--- config.mk ---
export PLATFORM = sky130hd
export DESIGN_NAME = tws_eeprom_port
export DESIGN_NICKNAME = d
export VERILOG_FILES = /design/src/hw/tws_pkg.sv /design/src/hw/tws_mem.sv /design/src/hw/tws_fifo.sv /design/src/hw/tws_eeprom_port.sv
export SDC_FILE = /design/constraint.sdc
export NUM_CORES = 2
export LEC_CHECK = 0
export BUFFER_PORTS_ARGS = -buffer_cell sky130_fd_sc_hd__buf_2
export CORE_UTILIZATION = 50
export CTS_CLUSTER_SIZE = 12
export DETAILED_ROUTE_END_ITERATION = 7
export MAX_ROUTING_LAYER = met4
export PLACE_DENSITY_LB_ADDON = 0.25
export SYNTH_ARGS = -nofsm -noshare
export SYNTH_HDL_FRONTEND = slang
export SYNTH_HIERARCHICAL = 1
export SYNTH_SLANG_ARGS = --single-unit
--- constraint.sdc ---
create_clock -name i_clk_sys -period 4.8 [get_ports i_clk_sys]
set_input_delay 0.96 -clock i_clk_sys [delete_from_list [all_inputs] [get_ports i_clk_sys]]
set_output_delay 0.96 -clock i_clk_sys [all_outputs]
set_load 0.1 [all_outputs]
--- src/hw/tws_pkg.sv ---
// Shared constants and carrier types for the three-wire serial EEPROM port
package tws_pkg;

  // Array geometry: 128 bytes, seen as 64 x 16 or 128 x 8
  localparam int BYTE_AW = 7;
  localparam int NUM_BYTES = 128;
  localparam int WORD_W = 16;
  localparam int FIFO_DEPTH = 16;

  // Serial field lengths
  localparam logic [4:0] OPC_LAST = 5'h01;
  localparam logic [4:0] ADDR_LAST_X16 = 5'h05;
  localparam logic [4:0] ADDR_LAST_X8 = 5'h06;
  localparam logic [4:0] DATA_LAST_X16 = 5'h0F;
  localparam logic [4:0] DATA_LAST_X8 = 5'h07;
  localparam logic [2:0] BIT_LAST = 3'h7;

  // Operation codes and sub-codes carried in the top address bits
  localparam logic [1:0] OPC_EXT = 2'h0;
  localparam logic [1:0] OPC_WRITE = 2'h1;
  localparam logic [1:0] OPC_READ = 2'h2;
  localparam logic [1:0] OPC_ERASE = 2'h3;
  localparam logic [1:0] SUB_LOCK = 2'h0;
  localparam logic [1:0] SUB_FILL = 2'h1;
  localparam logic [1:0] SUB_CLEAR = 2'h2;
  localparam logic [1:0] SUB_UNLOCK = 2'h3;

  // Values after reset and erased pattern
  localparam logic LOCK_RST = 1'h1;
  localparam logic [15:0] ERASED_WORD = 16'hFFFF;
  localparam logic [7:0] ERASED_BYTE = 8'hFF;

  // Self-timed programming time
  localparam int T_WRITE_MS = 5;
  localparam int CLK_HZ = 50000000;
  localparam int WRITE_CYCLES = T_WRITE_MS * (CLK_HZ / 1000);
  localparam int WAIT_W = 18;

  typedef struct packed {
    logic select;
    logic shift_clock_in;
    logic serial_in;
    logic width_strap;
  } tws_pins_type;

  typedef struct packed {
    logic fill;
    logic wide;
    logic [6:0] addr;
    logic [15:0] data;
  } tws_prog_type;

endpackage

--- src/hw/tws_mem.sv ---
// Byte-wide array with one write port and a registered read port
`timescale 1ns/10ps
module tws_mem (
  input wire logic i_clk_sys,
  input wire logic i_we,
  input wire logic [6:0] i_waddr,
  input wire logic [7:0] i_wdata,
  input wire logic [6:0] i_raddr,
  output logic [7:0] o_rdata
);
  logic [7:0] mem_q [tws_pkg::NUM_BYTES];

  // Delivered blank
  initial begin
    for (int i = 0; i < tws_pkg::NUM_BYTES; i++) begin
      mem_q[i] = tws_pkg::ERASED_BYTE;
    end
  end

  always_ff @(posedge i_clk_sys) begin
    if (i_we) begin
      mem_q[i_waddr] <= i_wdata;
    end
  end

  always_ff @(posedge i_clk_sys) begin
    o_rdata <= mem_q[i_raddr];
  end
endmodule // tws_mem

--- src/hw/tws_fifo.sv ---
// Parameterised synchronous FIFO with valid/ready on both sides
`timescale 1ns/10ps
module tws_fifo #(
  parameter int WIDTH = 25,
  parameter int DEPTH = 16
) (
  input wire logic i_clk_sys,
  input wire logic i_reset,
  input wire logic i_in_valid,
  output logic o_in_ready,
  input wire logic [WIDTH-1:0] i_in_data,
  output logic o_out_valid,
  input wire logic i_out_ready,
  output logic [WIDTH-1:0] o_out_data
);
  localparam int PW = $clog2(DEPTH);
  logic [WIDTH-1:0] buf_q [DEPTH];
  logic [PW:0] wr_q;
  logic [PW:0] rd_q;
  logic push;
  logic pop;

  assign o_in_ready = (wr_q[PW-1:0] != rd_q[PW-1:0]) || (wr_q[PW] == rd_q[PW]);
  assign o_out_valid = (wr_q != rd_q);
  assign o_out_data = buf_q[rd_q[PW-1:0]];
  assign push = i_in_valid && o_in_ready;
  assign pop = o_out_valid && i_out_ready;

  always_ff @(posedge i_clk_sys) begin
    if (push) begin
      buf_q[wr_q[PW-1:0]] <= i_in_data;
    end
  end

  always_ff @(posedge i_clk_sys or posedge i_reset) begin
    if (i_reset) begin
      wr_q <= '0;
      rd_q <= '0;
    end else begin
      if (push) begin
        wr_q <= wr_q + 1'b1;
      end
      if (pop) begin
        rd_q <= rd_q + 1'b1;
      end
    end
  end
endmodule // tws_fifo

--- src/hw/tws_eeprom_port.sv ---
// Three-wire serial EEPROM port: command decoder, read streamer, programming engine
//
// Operation
// RQ1 - Sample serial input on shift clock rise
// RQ2 - Read bits change on shift clock rise
// RQ3 - Show ready/busy after write until start bit
// RQ4 - Output floats whenever select is low
// RQ5 - Host drops select after every command
// RQ6 - Strap high or open: 16-bit words
// RQ7 - Strap grounded: 8-bit words
// RQ8 - Host sends start, opcode, address, data
// RQ9 - Command begins at first one after select
// RQ10 - Read: zero dummy bit, then word MSB-first
// RQ11 - Held select keeps reading following words
// RQ12 - Writes locked from reset until unlock command
// RQ13 - Busy low while programming, high when done
`timescale 1ns/10ps
module tws_eeprom_port #(
  parameter int P_WRITE_CYCLES = tws_pkg::WRITE_CYCLES
) (
  input wire logic i_clk_sys,
  input wire logic i_reset,
  input wire logic i_select,
  input wire logic i_shift_clock_in,
  input wire logic i_serial_in,
  input wire logic i_width_strap,
  output logic o_serial_out,
  output logic o_serial_out_oe_n
);
  typedef enum logic [2:0] {S_IDLE, S_OPC, S_ADDR, S_DATA, S_READ, S_DONE} tws_ser_type;
  typedef enum logic [1:0] {E_IDLE, E_PROG, E_WAIT} tws_eng_type;

  tws_pkg::tws_pins_type pins_in;
  tws_pkg::tws_pins_type pins_s1_q;
  tws_pkg::tws_pins_type pins_s2_q;
  logic sk_prev_q;
  logic sk_rise;
  logic sel;
  logic din;

  tws_ser_type state_q;
  logic [4:0] cnt_q;
  logic [1:0] opc_q;
  logic [6:0] addr_q;
  logic [6:0] addr_d;
  logic [15:0] wdata_q;
  logic [15:0] wdata_d;
  logic wide_q;
  logic lock_q;
  logic status_q;
  logic addr_last;
  logic data_last;
  logic [1:0] sub;

  logic [6:0] raddr_q;
  logic rd_req_q;
  logic ld1_q;
  logic ld2_q;
  logic [7:0] sh_q;
  logic [2:0] bitc_q;
  logic [7:0] rdata;

  tws_pkg::tws_prog_type push_q;
  logic push_valid_q;
  logic fifo_ready;
  logic fifo_valid;
  logic pop;
  tws_pkg::tws_prog_type head;

  tws_eng_type eng_q;
  tws_pkg::tws_prog_type job_q;
  logic [6:0] eaddr_q;
  logic [tws_pkg::WAIT_W-1:0] wait_q;
  logic we;
  logic [7:0] wbyte;
  logic prog_last;
  logic busy;

  // Pin synchronisers
  assign pins_in = '{select: i_select, shift_clock_in: i_shift_clock_in,
                     serial_in: i_serial_in, width_strap: i_width_strap};

  always_ff @(posedge i_clk_sys or posedge i_reset) begin
    if (i_reset) begin
      pins_s1_q <= '0;
      pins_s2_q <= '0;
      sk_prev_q <= 1'b0;
    end else begin
      pins_s1_q <= pins_in;
      pins_s2_q <= pins_s1_q;
      sk_prev_q <= pins_s2_q.shift_clock_in;
    end
  end

  assign sel = pins_s2_q.select;
  assign din = pins_s2_q.serial_in;
  assign sk_rise = sel && pins_s2_q.shift_clock_in && !sk_prev_q; // [RQ1]

  assign addr_d = {addr_q[5:0], din};
  assign wdata_d = {wdata_q[14:0], din};
  assign addr_last = (cnt_q == (wide_q ? tws_pkg::ADDR_LAST_X16 : tws_pkg::ADDR_LAST_X8));
  assign data_last = (cnt_q == (wide_q ? tws_pkg::DATA_LAST_X16 : tws_pkg::DATA_LAST_X8));
  assign sub = wide_q ? addr_d[5:4] : addr_d[6:5];
  assign busy = (eng_q != E_IDLE) || fifo_valid;

  // Word width follows the strap, taken only between commands
  always_ff @(posedge i_clk_sys or posedge i_reset) begin
    if (i_reset) begin
      wide_q <= 1'b1;
    end else if (!sel) begin
      wide_q <= pins_s2_q.width_strap; // [RQ6] [RQ7]
    end
  end

  // Command decoder
  always_ff @(posedge i_clk_sys or posedge i_reset) begin
    if (i_reset) begin
      state_q <= S_IDLE;
      cnt_q <= '0;
      opc_q <= '0;
      addr_q <= '0;
      wdata_q <= '0;
    end else if (!sel) begin
      state_q <= S_IDLE;
    end else if (sk_rise) begin
      case (state_q)
        S_IDLE: begin
          if (din) begin
            state_q <= S_OPC; // [RQ9]
            cnt_q <= '0;
          end
        end
        S_OPC: begin
          opc_q <= {opc_q[0], din};
          cnt_q <= cnt_q + 5'h01;
          if (cnt_q == tws_pkg::OPC_LAST) begin
            state_q <= S_ADDR;
            cnt_q <= '0;
          end
        end
        S_ADDR: begin
          addr_q <= addr_d;
          cnt_q <= cnt_q + 5'h01;
          if (addr_last) begin
            cnt_q <= '0;
            if (opc_q == tws_pkg::OPC_READ) begin
              state_q <= S_READ;
            end else if (opc_q == tws_pkg::OPC_WRITE ||
                         (opc_q == tws_pkg::OPC_EXT && sub == tws_pkg::SUB_FILL)) begin
              state_q <= S_DATA;
            end else begin
              state_q <= S_DONE;
            end
          end
        end
        S_DATA: begin
          wdata_q <= wdata_d;
          cnt_q <= cnt_q + 5'h01;
          if (data_last) begin
            state_q <= S_DONE;
          end
        end
        default: begin
          state_q <= state_q;
        end
      endcase
    end
  end

  // Write lock: set from reset and by the lock command
  always_ff @(posedge i_clk_sys or posedge i_reset) begin
    if (i_reset) begin
      lock_q <= tws_pkg::LOCK_RST; // [RQ12]
    end else if (sk_rise && state_q == S_ADDR && addr_last && opc_q == tws_pkg::OPC_EXT) begin
      if (sub == tws_pkg::SUB_UNLOCK) begin
        lock_q <= 1'b0; // [RQ12]
      end else if (sub == tws_pkg::SUB_LOCK) begin
        lock_q <= 1'b1;
      end
    end
  end

  // Queue programming jobs; refused while locked or queue full
  always_ff @(posedge i_clk_sys or posedge i_reset) begin
    if (i_reset) begin
      push_valid_q <= 1'b0;
      push_q <= '0;
    end else begin
      push_valid_q <= 1'b0;
      if (sk_rise && !lock_q && fifo_ready && !push_valid_q) begin
        if (state_q == S_DATA && data_last) begin
          push_valid_q <= 1'b1;
          push_q <= '{fill: (opc_q == tws_pkg::OPC_EXT), wide: wide_q,
                      addr: wide_q ? {addr_q[5:0], 1'b0} : addr_q,
                      data: wide_q ? wdata_d : {8'h00, wdata_d[7:0]}};
        end else if (state_q == S_ADDR && addr_last &&
                     (opc_q == tws_pkg::OPC_ERASE ||
                      (opc_q == tws_pkg::OPC_EXT && sub == tws_pkg::SUB_CLEAR))) begin
          push_valid_q <= 1'b1;
          push_q <= '{fill: (opc_q == tws_pkg::OPC_EXT), wide: wide_q,
                      addr: wide_q ? {addr_d[5:0], 1'b0} : addr_d,
                      data: tws_pkg::ERASED_WORD};
        end
      end
    end
  end

  // Status pending after an accepted write-type command
  always_ff @(posedge i_clk_sys or posedge i_reset) begin
    if (i_reset) begin
      status_q <= 1'b0;
    end else if (push_valid_q) begin
      status_q <= 1'b1; // [RQ3]
    end else if (sk_rise && state_q == S_IDLE && din) begin
      status_q <= 1'b0; // [RQ3]
    end
  end

  // Read address and byte prefetch
  always_ff @(posedge i_clk_sys or posedge i_reset) begin
    if (i_reset) begin
      raddr_q <= '0;
      rd_req_q <= 1'b0;
      ld1_q <= 1'b0;
      ld2_q <= 1'b0;
      sh_q <= '0;
      bitc_q <= '0;
    end else begin
      rd_req_q <= 1'b0;
      ld1_q <= rd_req_q;
      ld2_q <= ld1_q;
      if (sk_rise && state_q == S_ADDR && addr_last && opc_q == tws_pkg::OPC_READ) begin
        raddr_q <= wide_q ? {addr_d[5:0], 1'b0} : addr_d;
        rd_req_q <= 1'b1;
        bitc_q <= '0;
      end else if (sk_rise && state_q == S_READ) begin
        sh_q <= {sh_q[6:0], 1'b0};
        bitc_q <= bitc_q + 3'h1;
        if (bitc_q == tws_pkg::BIT_LAST) begin
          raddr_q <= raddr_q + 7'h01; // [RQ11]
          rd_req_q <= 1'b1;
        end
      end else if (ld2_q) begin
        sh_q <= rdata;
      end
    end
  end

  // Serial output and its enable
  always_ff @(posedge i_clk_sys or posedge i_reset) begin
    if (i_reset) begin
      o_serial_out <= 1'b1;
      o_serial_out_oe_n <= 1'b1;
    end else if (!sel) begin
      o_serial_out <= 1'b1;
      o_serial_out_oe_n <= 1'b1; // [RQ4]
    end else if (state_q == S_IDLE && status_q && !(sk_rise && din)) begin
      o_serial_out <= !busy; // [RQ3] [RQ13]
      o_serial_out_oe_n <= 1'b0;
    end else if (sk_rise && state_q == S_ADDR && addr_last && opc_q == tws_pkg::OPC_READ) begin
      o_serial_out <= 1'b0; // [RQ10]
      o_serial_out_oe_n <= 1'b0;
    end else if (sk_rise && state_q == S_READ) begin
      o_serial_out <= sh_q[7]; // [RQ2] [RQ10]
      o_serial_out_oe_n <= 1'b0;
    end else if (state_q != S_READ) begin
      o_serial_out <= 1'b1;
      o_serial_out_oe_n <= 1'b1;
    end
  end

  // Programming engine
  assign pop = (eng_q == E_IDLE) && fifo_valid;
  assign prog_last = job_q.fill ? (eaddr_q == 7'h7F) :
                     (!job_q.wide || eaddr_q[0]);
  assign we = (eng_q == E_PROG);
  assign wbyte = (job_q.wide && !eaddr_q[0]) ? job_q.data[15:8] : job_q.data[7:0];

  always_ff @(posedge i_clk_sys or posedge i_reset) begin
    if (i_reset) begin
      eng_q <= E_IDLE;
      job_q <= '0;
      eaddr_q <= '0;
      wait_q <= '0;
    end else begin
      case (eng_q)
        E_IDLE: begin
          if (fifo_valid) begin
            job_q <= head;
            eaddr_q <= head.fill ? 7'h00 : head.addr;
            eng_q <= E_PROG;
          end
        end
        E_PROG: begin
          eaddr_q <= eaddr_q + 7'h01;
          if (prog_last) begin
            wait_q <= tws_pkg::WAIT_W'(P_WRITE_CYCLES - 1);
            eng_q <= E_WAIT;
          end
        end
        E_WAIT: begin
          wait_q <= wait_q - 1'b1; // [RQ13]
          if (wait_q == '0) begin
            eng_q <= E_IDLE;
          end
        end
        default: begin
          eng_q <= E_IDLE;
        end
      endcase
    end
  end

  tws_fifo #(
    .WIDTH($bits(tws_pkg::tws_prog_type)),
    .DEPTH(tws_pkg::FIFO_DEPTH)
  ) u_fifo (
    .i_clk_sys(i_clk_sys),
    .i_reset(i_reset),
    .i_in_valid(push_valid_q),
    .o_in_ready(fifo_ready),
    .i_in_data(push_q),
    .o_out_valid(fifo_valid),
    .i_out_ready(pop),
    .o_out_data(head)
  );

  tws_mem u_mem (
    .i_clk_sys(i_clk_sys),
    .i_we(we),
    .i_waddr(eaddr_q),
    .i_wdata(wbyte),
    .i_raddr(raddr_q),
    .o_rdata(rdata)
  );
endmodule // tws_eeprom_port

Word-level counts from Yosys, hierarchy flattened:

Memory sizes are Yosys's and may differ from the RTL's. A register that Yosys moved wholly into a read port is not among the register bits.
Cells that the tools add are included.

* add/subtract/negate cells: 7
* equal/unequal tests: 32
* muxes and demuxes: 62
* bitwise gates (word level): 1
* reduce and logical (&&, ||, !) cells: 64

Operators by type and width (count)
* 25-bit 2-to-1 mux: 2
* 7-bit 2-to-1 mux: 7
* 18-bit case mux with 2 select lines: 1
* 3-bit 2-to-1 mux: 10
* 1-bit logical AND: 24
* 1-bit 2-to-1 mux: 24
* 8-bit 2-to-1 mux: 3
* 5-bit case mux with 4 select lines: 1
* 18-bit logical NOT: 1
* 18-bit 2-to-1 mux: 1
* 2-bit nonzero test: 9
* 18-bit by 1-bit subtractor with 18-bit output (second input constant): 1
* 16-bit 2-to-1 mux: 1
* 5-bit by 1-bit adder with 5-bit output (second input constant): 3
* 5-bit 2-to-1 mux: 3
* 3-bit inequality test (second input constant): 5
* 7-bit by 1-bit adder with 7-bit output (second input constant): 2
* 7-bit case mux with 2 select lines: 1
* 2-bit AND reduction: 7
* 3-bit case mux with 4 select lines: 1
* 3-bit AND reduction: 4
* 2-bit equality test (second input constant): 5
* 2-bit 2-to-1 mux: 5
* 5-bit by 1-bit inequality test with 1-bit output (second input constant): 2
* 24 further kinds: 43

* flip-flop bits (word level): 148
* RAM bits: 1424
* bits of input ports: 6
* output and inout bits: 2
* word-level logic and storage cells: 206
* memories: 2

Memories
* u_mem.mem_q: words 128, bits a word 8, rd ports 1, clocked after Yosys merged registers in 1, write ports 1, line tws_mem.sv:11 `logic [7:0] mem_q [tws_pkg::NUM_BYTES];`
* u_fifo.buf_q: words 16, bits a word 25, rd ports 1, clocked after Yosys merged registers in 0, write ports 1, line tws_fifo.sv:17 `logic [WIDTH-1:0] buf_q [DEPTH];`

Longest topological paths before layout:

* depth after elaboration: 10
* depth in mapped cells: 12
* gate-level depth less buffers: 9

Hierarchy:

Netlist, hierarchy kept.

Modules (own cells, without submodules)
* tws_mem: times used 1, cells an instance 1635, area an instance 39665.5 um^2, sequential area each 30909.6 um^2
* tws_fifo: times used 1, cells an instance 700, area an instance 15748.9 um^2, sequential area each 12261.8 um^2
* tws_eeprom_port: times used 1, cells an instance 587, area an instance 6397.4 um^2, sequential area each 3458.3 um^2

Least setup slack after synthesis:

OpenSTA, ideal clock, no wires.

* path kind: reg-to-reg
* start: reg u_fifo.rd_q[0]
* end: mem u_fifo.buf_q[13][0] (enable)
* setup time: 0.438 ns
* arrival time: 2.808 ns
* required time: 4.362 ns
* slack: 1.553 ns
* cell stages (with the launch flop): 7
* buffers on the path: 2
* period minus slack after synthesis: 3.247 ns
* path through: dfrtp_1 buf_4 xnor2_1 nand4_2 buf_4 nor2_2 nor3_1

* word-level cells in the longest chain between the ends: 5

Ends and longest elaborated chain
* start, declared: line tws_fifo.sv:19 `logic [PW:0] rd_q;`
* start signal, assigned: line tws_fifo.sv:44 `rd_q <= rd_q + 1'b1;`
* 4-bit inequality test: line tws_fifo.sv:23 `assign o_in_ready = (wr_q[PW-1:0] != rd_q[PW-1:0]) || (wr_q[PW] == rd_q[PW]);`
* 1-bit logical OR: line tws_fifo.sv:23
* 1-bit logical AND: line tws_fifo.sv:26 `assign push = i_in_valid && o_in_ready;`
* 1-bit 2-to-1 mux: line tws_fifo.sv:30 `if (push) begin`
* 1-bit 2-to-1 mux (not written as such): line tws_fifo.sv:31 `buf_q[wr_q[PW-1:0]] <= i_in_data;`
* end, declared: line tws_fifo.sv:17

No other way between the ends.

Worst setup path after layout:

* start: reg u_fifo.rd_q[2]
* end: mem u_fifo.buf_q[10][23] (enable)

Same word-level chain as after synthesis.

==> flow_summary.toml <==
[route]
final_antenna_net_count = 0
wl_per_cell_um = 29.1
drt-pass1-iter-count = 5
routed_via_density = 6.22
drt-initial-drc-count = 3309
drc = 0
wirelength_um = 139000
vias = 29800

[timing]
setup_viol = 0
tns_ns = 0
hold_ws_ns = 0.276
max_freq_mhz = 278
relSlewSlack_pct = 9.99
fin_ws_ns = 1.20
finalCriticalPeriod_ns = 3.60
final_hold_viol_count = 0
rsz0062_at_grt = "false"
final.period_utilization_pct = 74.9
drv_slew = 0
tightestPinTransition_ns = 1.34
clock_skew_ns = 0.0255

[min_path]
hp-class = "in2async"

[cts]
cts_setup_buffers = 0
numCtsBuffers = 158
cts.sinks = 1580
cts_root_buf = "clkbuf_16"
cts-resized-gates = 0
cts_buffer_depth = 3
clk_latency_ns = 0.77
cts_tree = "yes"
cts-hold-fix-buffers = 0
clk_pin_slew_worst_paths_ns = 0.06
htreeDepth = 4

[pwr]
ir_drop_uv = 382
power_frac_clock_pct = 43.1
p_comb_share_pct = 0.3
p_leak_nw = 20.0
seqPwrFrac_pct = 56.6
p_switching_mw = 4.94
p_int_mw = 21.2
sw_frac_of_total_pct = 18.9
p_per_area_nw_per_um2 = 380

[layout]
syn2layout_area_growth_pct = 11.5
stdcell_count = 4780
register_area_um2 = 46700
layout-drive-gt1-share_pct = 26.3
fillCellCount = 8787
stdcell_area_um2 = 68900
multi_input_comb_area_um2 = 14500
final_nets = 3073

[logic_synthesis]
synth.distinct_cells = 83
synth.yosys.seq_area_share_pct = 75.4
synth_top_flop_cell = "edfxtp_1"
synth.most_common_cell = "edfxtp_1"
synth_edf_count = 1424
netlist_area_um2 = 61800
synth-seq-cells = 1580
yosys-top-cells-count = "edfxtp_1 (1424), mux4_2 (417), nor2_1 (184), nand2_1 (151), dfrtp_1 (144)"
synth_cells = 2922
async_flop_share_pct = 9.37
synth_fp_nets = 2943
yosysTopAreaCell = "edfxtp_1"
synth_area_leaders = "edfxtp_1 (69%), mux4_2 (15%), dfrtp_1 (5.8%), nor2_1 (1.1%), nand2_1 (0.92%)"
syn_area_per_cell_um2 = 21.2
synth_top_area_share_pct = 69.2
ys_warn_count = 6

[place]
numPortBuffers = 7
hpwl_um = 83500
pre_cts_ws_ns = 1.22
post_dp_cell_area_um2 = 64300
gp_congestion = 0.837
dp.cells = 4517

[job]
cap_violations = 0

[grt]
first_global_vias = 30300
grtUsageTotal_pct = 23.3
grt_max_degree = 98
antenna_found_initial = 1
overflow = 0
grt_pass1_wl_um = 205000

[critical_path]
cp_num_buf_inv = 1
cp_top_family = "compound AO/OA/AOI/OAI gates"
crit_required_ns = 5.30
crit_path_cell_trace = "xnor2_1 > nand4_2 > o21ai_0 > nor2_4 > buf_4"
slowest_stage = "o21ai_0"
end_kind = "flop"
critPathKind = "reg2reg"
worstPathMaxFanout = 32
cp.arrival_ns = 4.10
startpoint_type = "flop"
slowest_delay_ns = 1.11

[die]
dieArea_um2 = 125000
rows = 128
die_y_um = 354
ios = 8
core_area_um2 = 122000
start_util_pct = 50.6
dieWidth_um = 354

[run_status]
status = "complete, no violations"
==> cells by family after synthesis <==
group                    count (synthesis)  synth area share, %
flip-flops                            1580                 75.4
multiplexers                           506                 17.3
AND/OR/NAND/NOR                        466                 3.41
buffers and inverters                  174                 1.43
AO/OA/AOI/OAI                          157                 1.77
XOR/XNOR                                24                0.340
adder cells (fa/ha/maj)                 15                0.304
==> registers in the layout (all words and copies together), names as in the netlist, 8 cells and up <==
| signal | cells |
|---|---|
| push_q | 25 |
| u_mem/mem_q | 1024 |
| job_q | 18 |
| wait_q | 18 |
| wdata_q | 15 |
| u_mem/o_rdata | 8 |
| sh_q | 8 |
| u_fifo/buf_q | 400 |
==> path summary, 6_finish.rpt <==
| path | from | end | slack (ns) | cells after the start |
|---|---|---|---|---|
| worst max-delay path | u_fifo/rd_q[2]$_DFFE_PP0P_ | u_fifo/buf_q[10][23]$_DFFE_PP_ | 1.20 | 5 |
| worst min-delay path | i_reset | u_fifo/wr_q[2]$_DFFE_PP0P_ | 0.28 | 2 |
| worst max register to register | u_fifo/rd_q[2]$_DFFE_PP0P_ | u_fifo/buf_q[10][23]$_DFFE_PP_ | 1.20 | 5 |
| worst min register to register | pins_s1_q[2]$_DFF_PP0_ | pins_s2_q[2]$_DFF_PP0_ | 0.35 | 0 |
| max in group asynchronous | i_reset | o_serial_out$_DFFE_PP1P_ | 3.53 | 3 |
| min in group i_clk_sys | i_shift_clock_in | pins_s1_q[2]$_DFF_PP0_ | 0.30 | 1 |
==> layout make-up <==
type	count	area share, %
well taps	1625	2.95
inverters	21	0.122
clock inverters	29	0.280
clock buffers	233	6.46
multi-input cells	1168	21.0
diodes	1	0.00363
repair buffers	123	1.50
flip-flops and latches	1580	67.7
==> cells in the final DEF, fill, tap and decap left out, drive strengths merged, types with 27 or more instances in the layout <==
| cell type | Yosys | final |
|---|---|---|
| clkbuf | 71 | 233 |
| edfxtp | 1424 | 1424 |
| nand2 | 151 | 151 |
| dfrtp | 144 | 144 |
| nand3 | 27 | 27 |
| mux2 | 52 | 52 |
| buf | 82 | 123 |
| o22ai | 60 | 60 |
| mux4 | 436 | 436 |
| nor2 | 186 | 186 |
==> power by group through the flow <==
stage / clock network, mW / logic [mW] / registers, mW
2_1_floorplan: 0 / 0.0584 / 15.1
3_3_place_gp: 0 / 0.0734 / 15.1
3_5_place_dp: 0 / 0.0756 / 15.1
4_1_cts: 11.5 / 0.0760 / 14.8
5_1_grt: 12.0 / 0.0837 / 14.8
6_report: 11.3 / 0.0733 / 14.8
==> metrics by stage <==
stage          power [mW]  utilization (%)
2_1_floorplan        15.1                -
3_3_place_gp         15.2             52.6
3_5_place_dp         15.2             52.6
4_1_cts              26.4             56.4
5_1_grt              26.9             56.4
6_report             26.2             56.4
==> layer usage <==
layer,wire length [µm],vias to the layer above,global-route usage (%)
met5,0,-,-
met4,3330,0,6.45
met3,9170,231,3.52
met2,71000,1167,37.6
met1,55800,16000,31.0
li1,-,12300,-
Note: power is estimated with default switching activity, not from simulation.
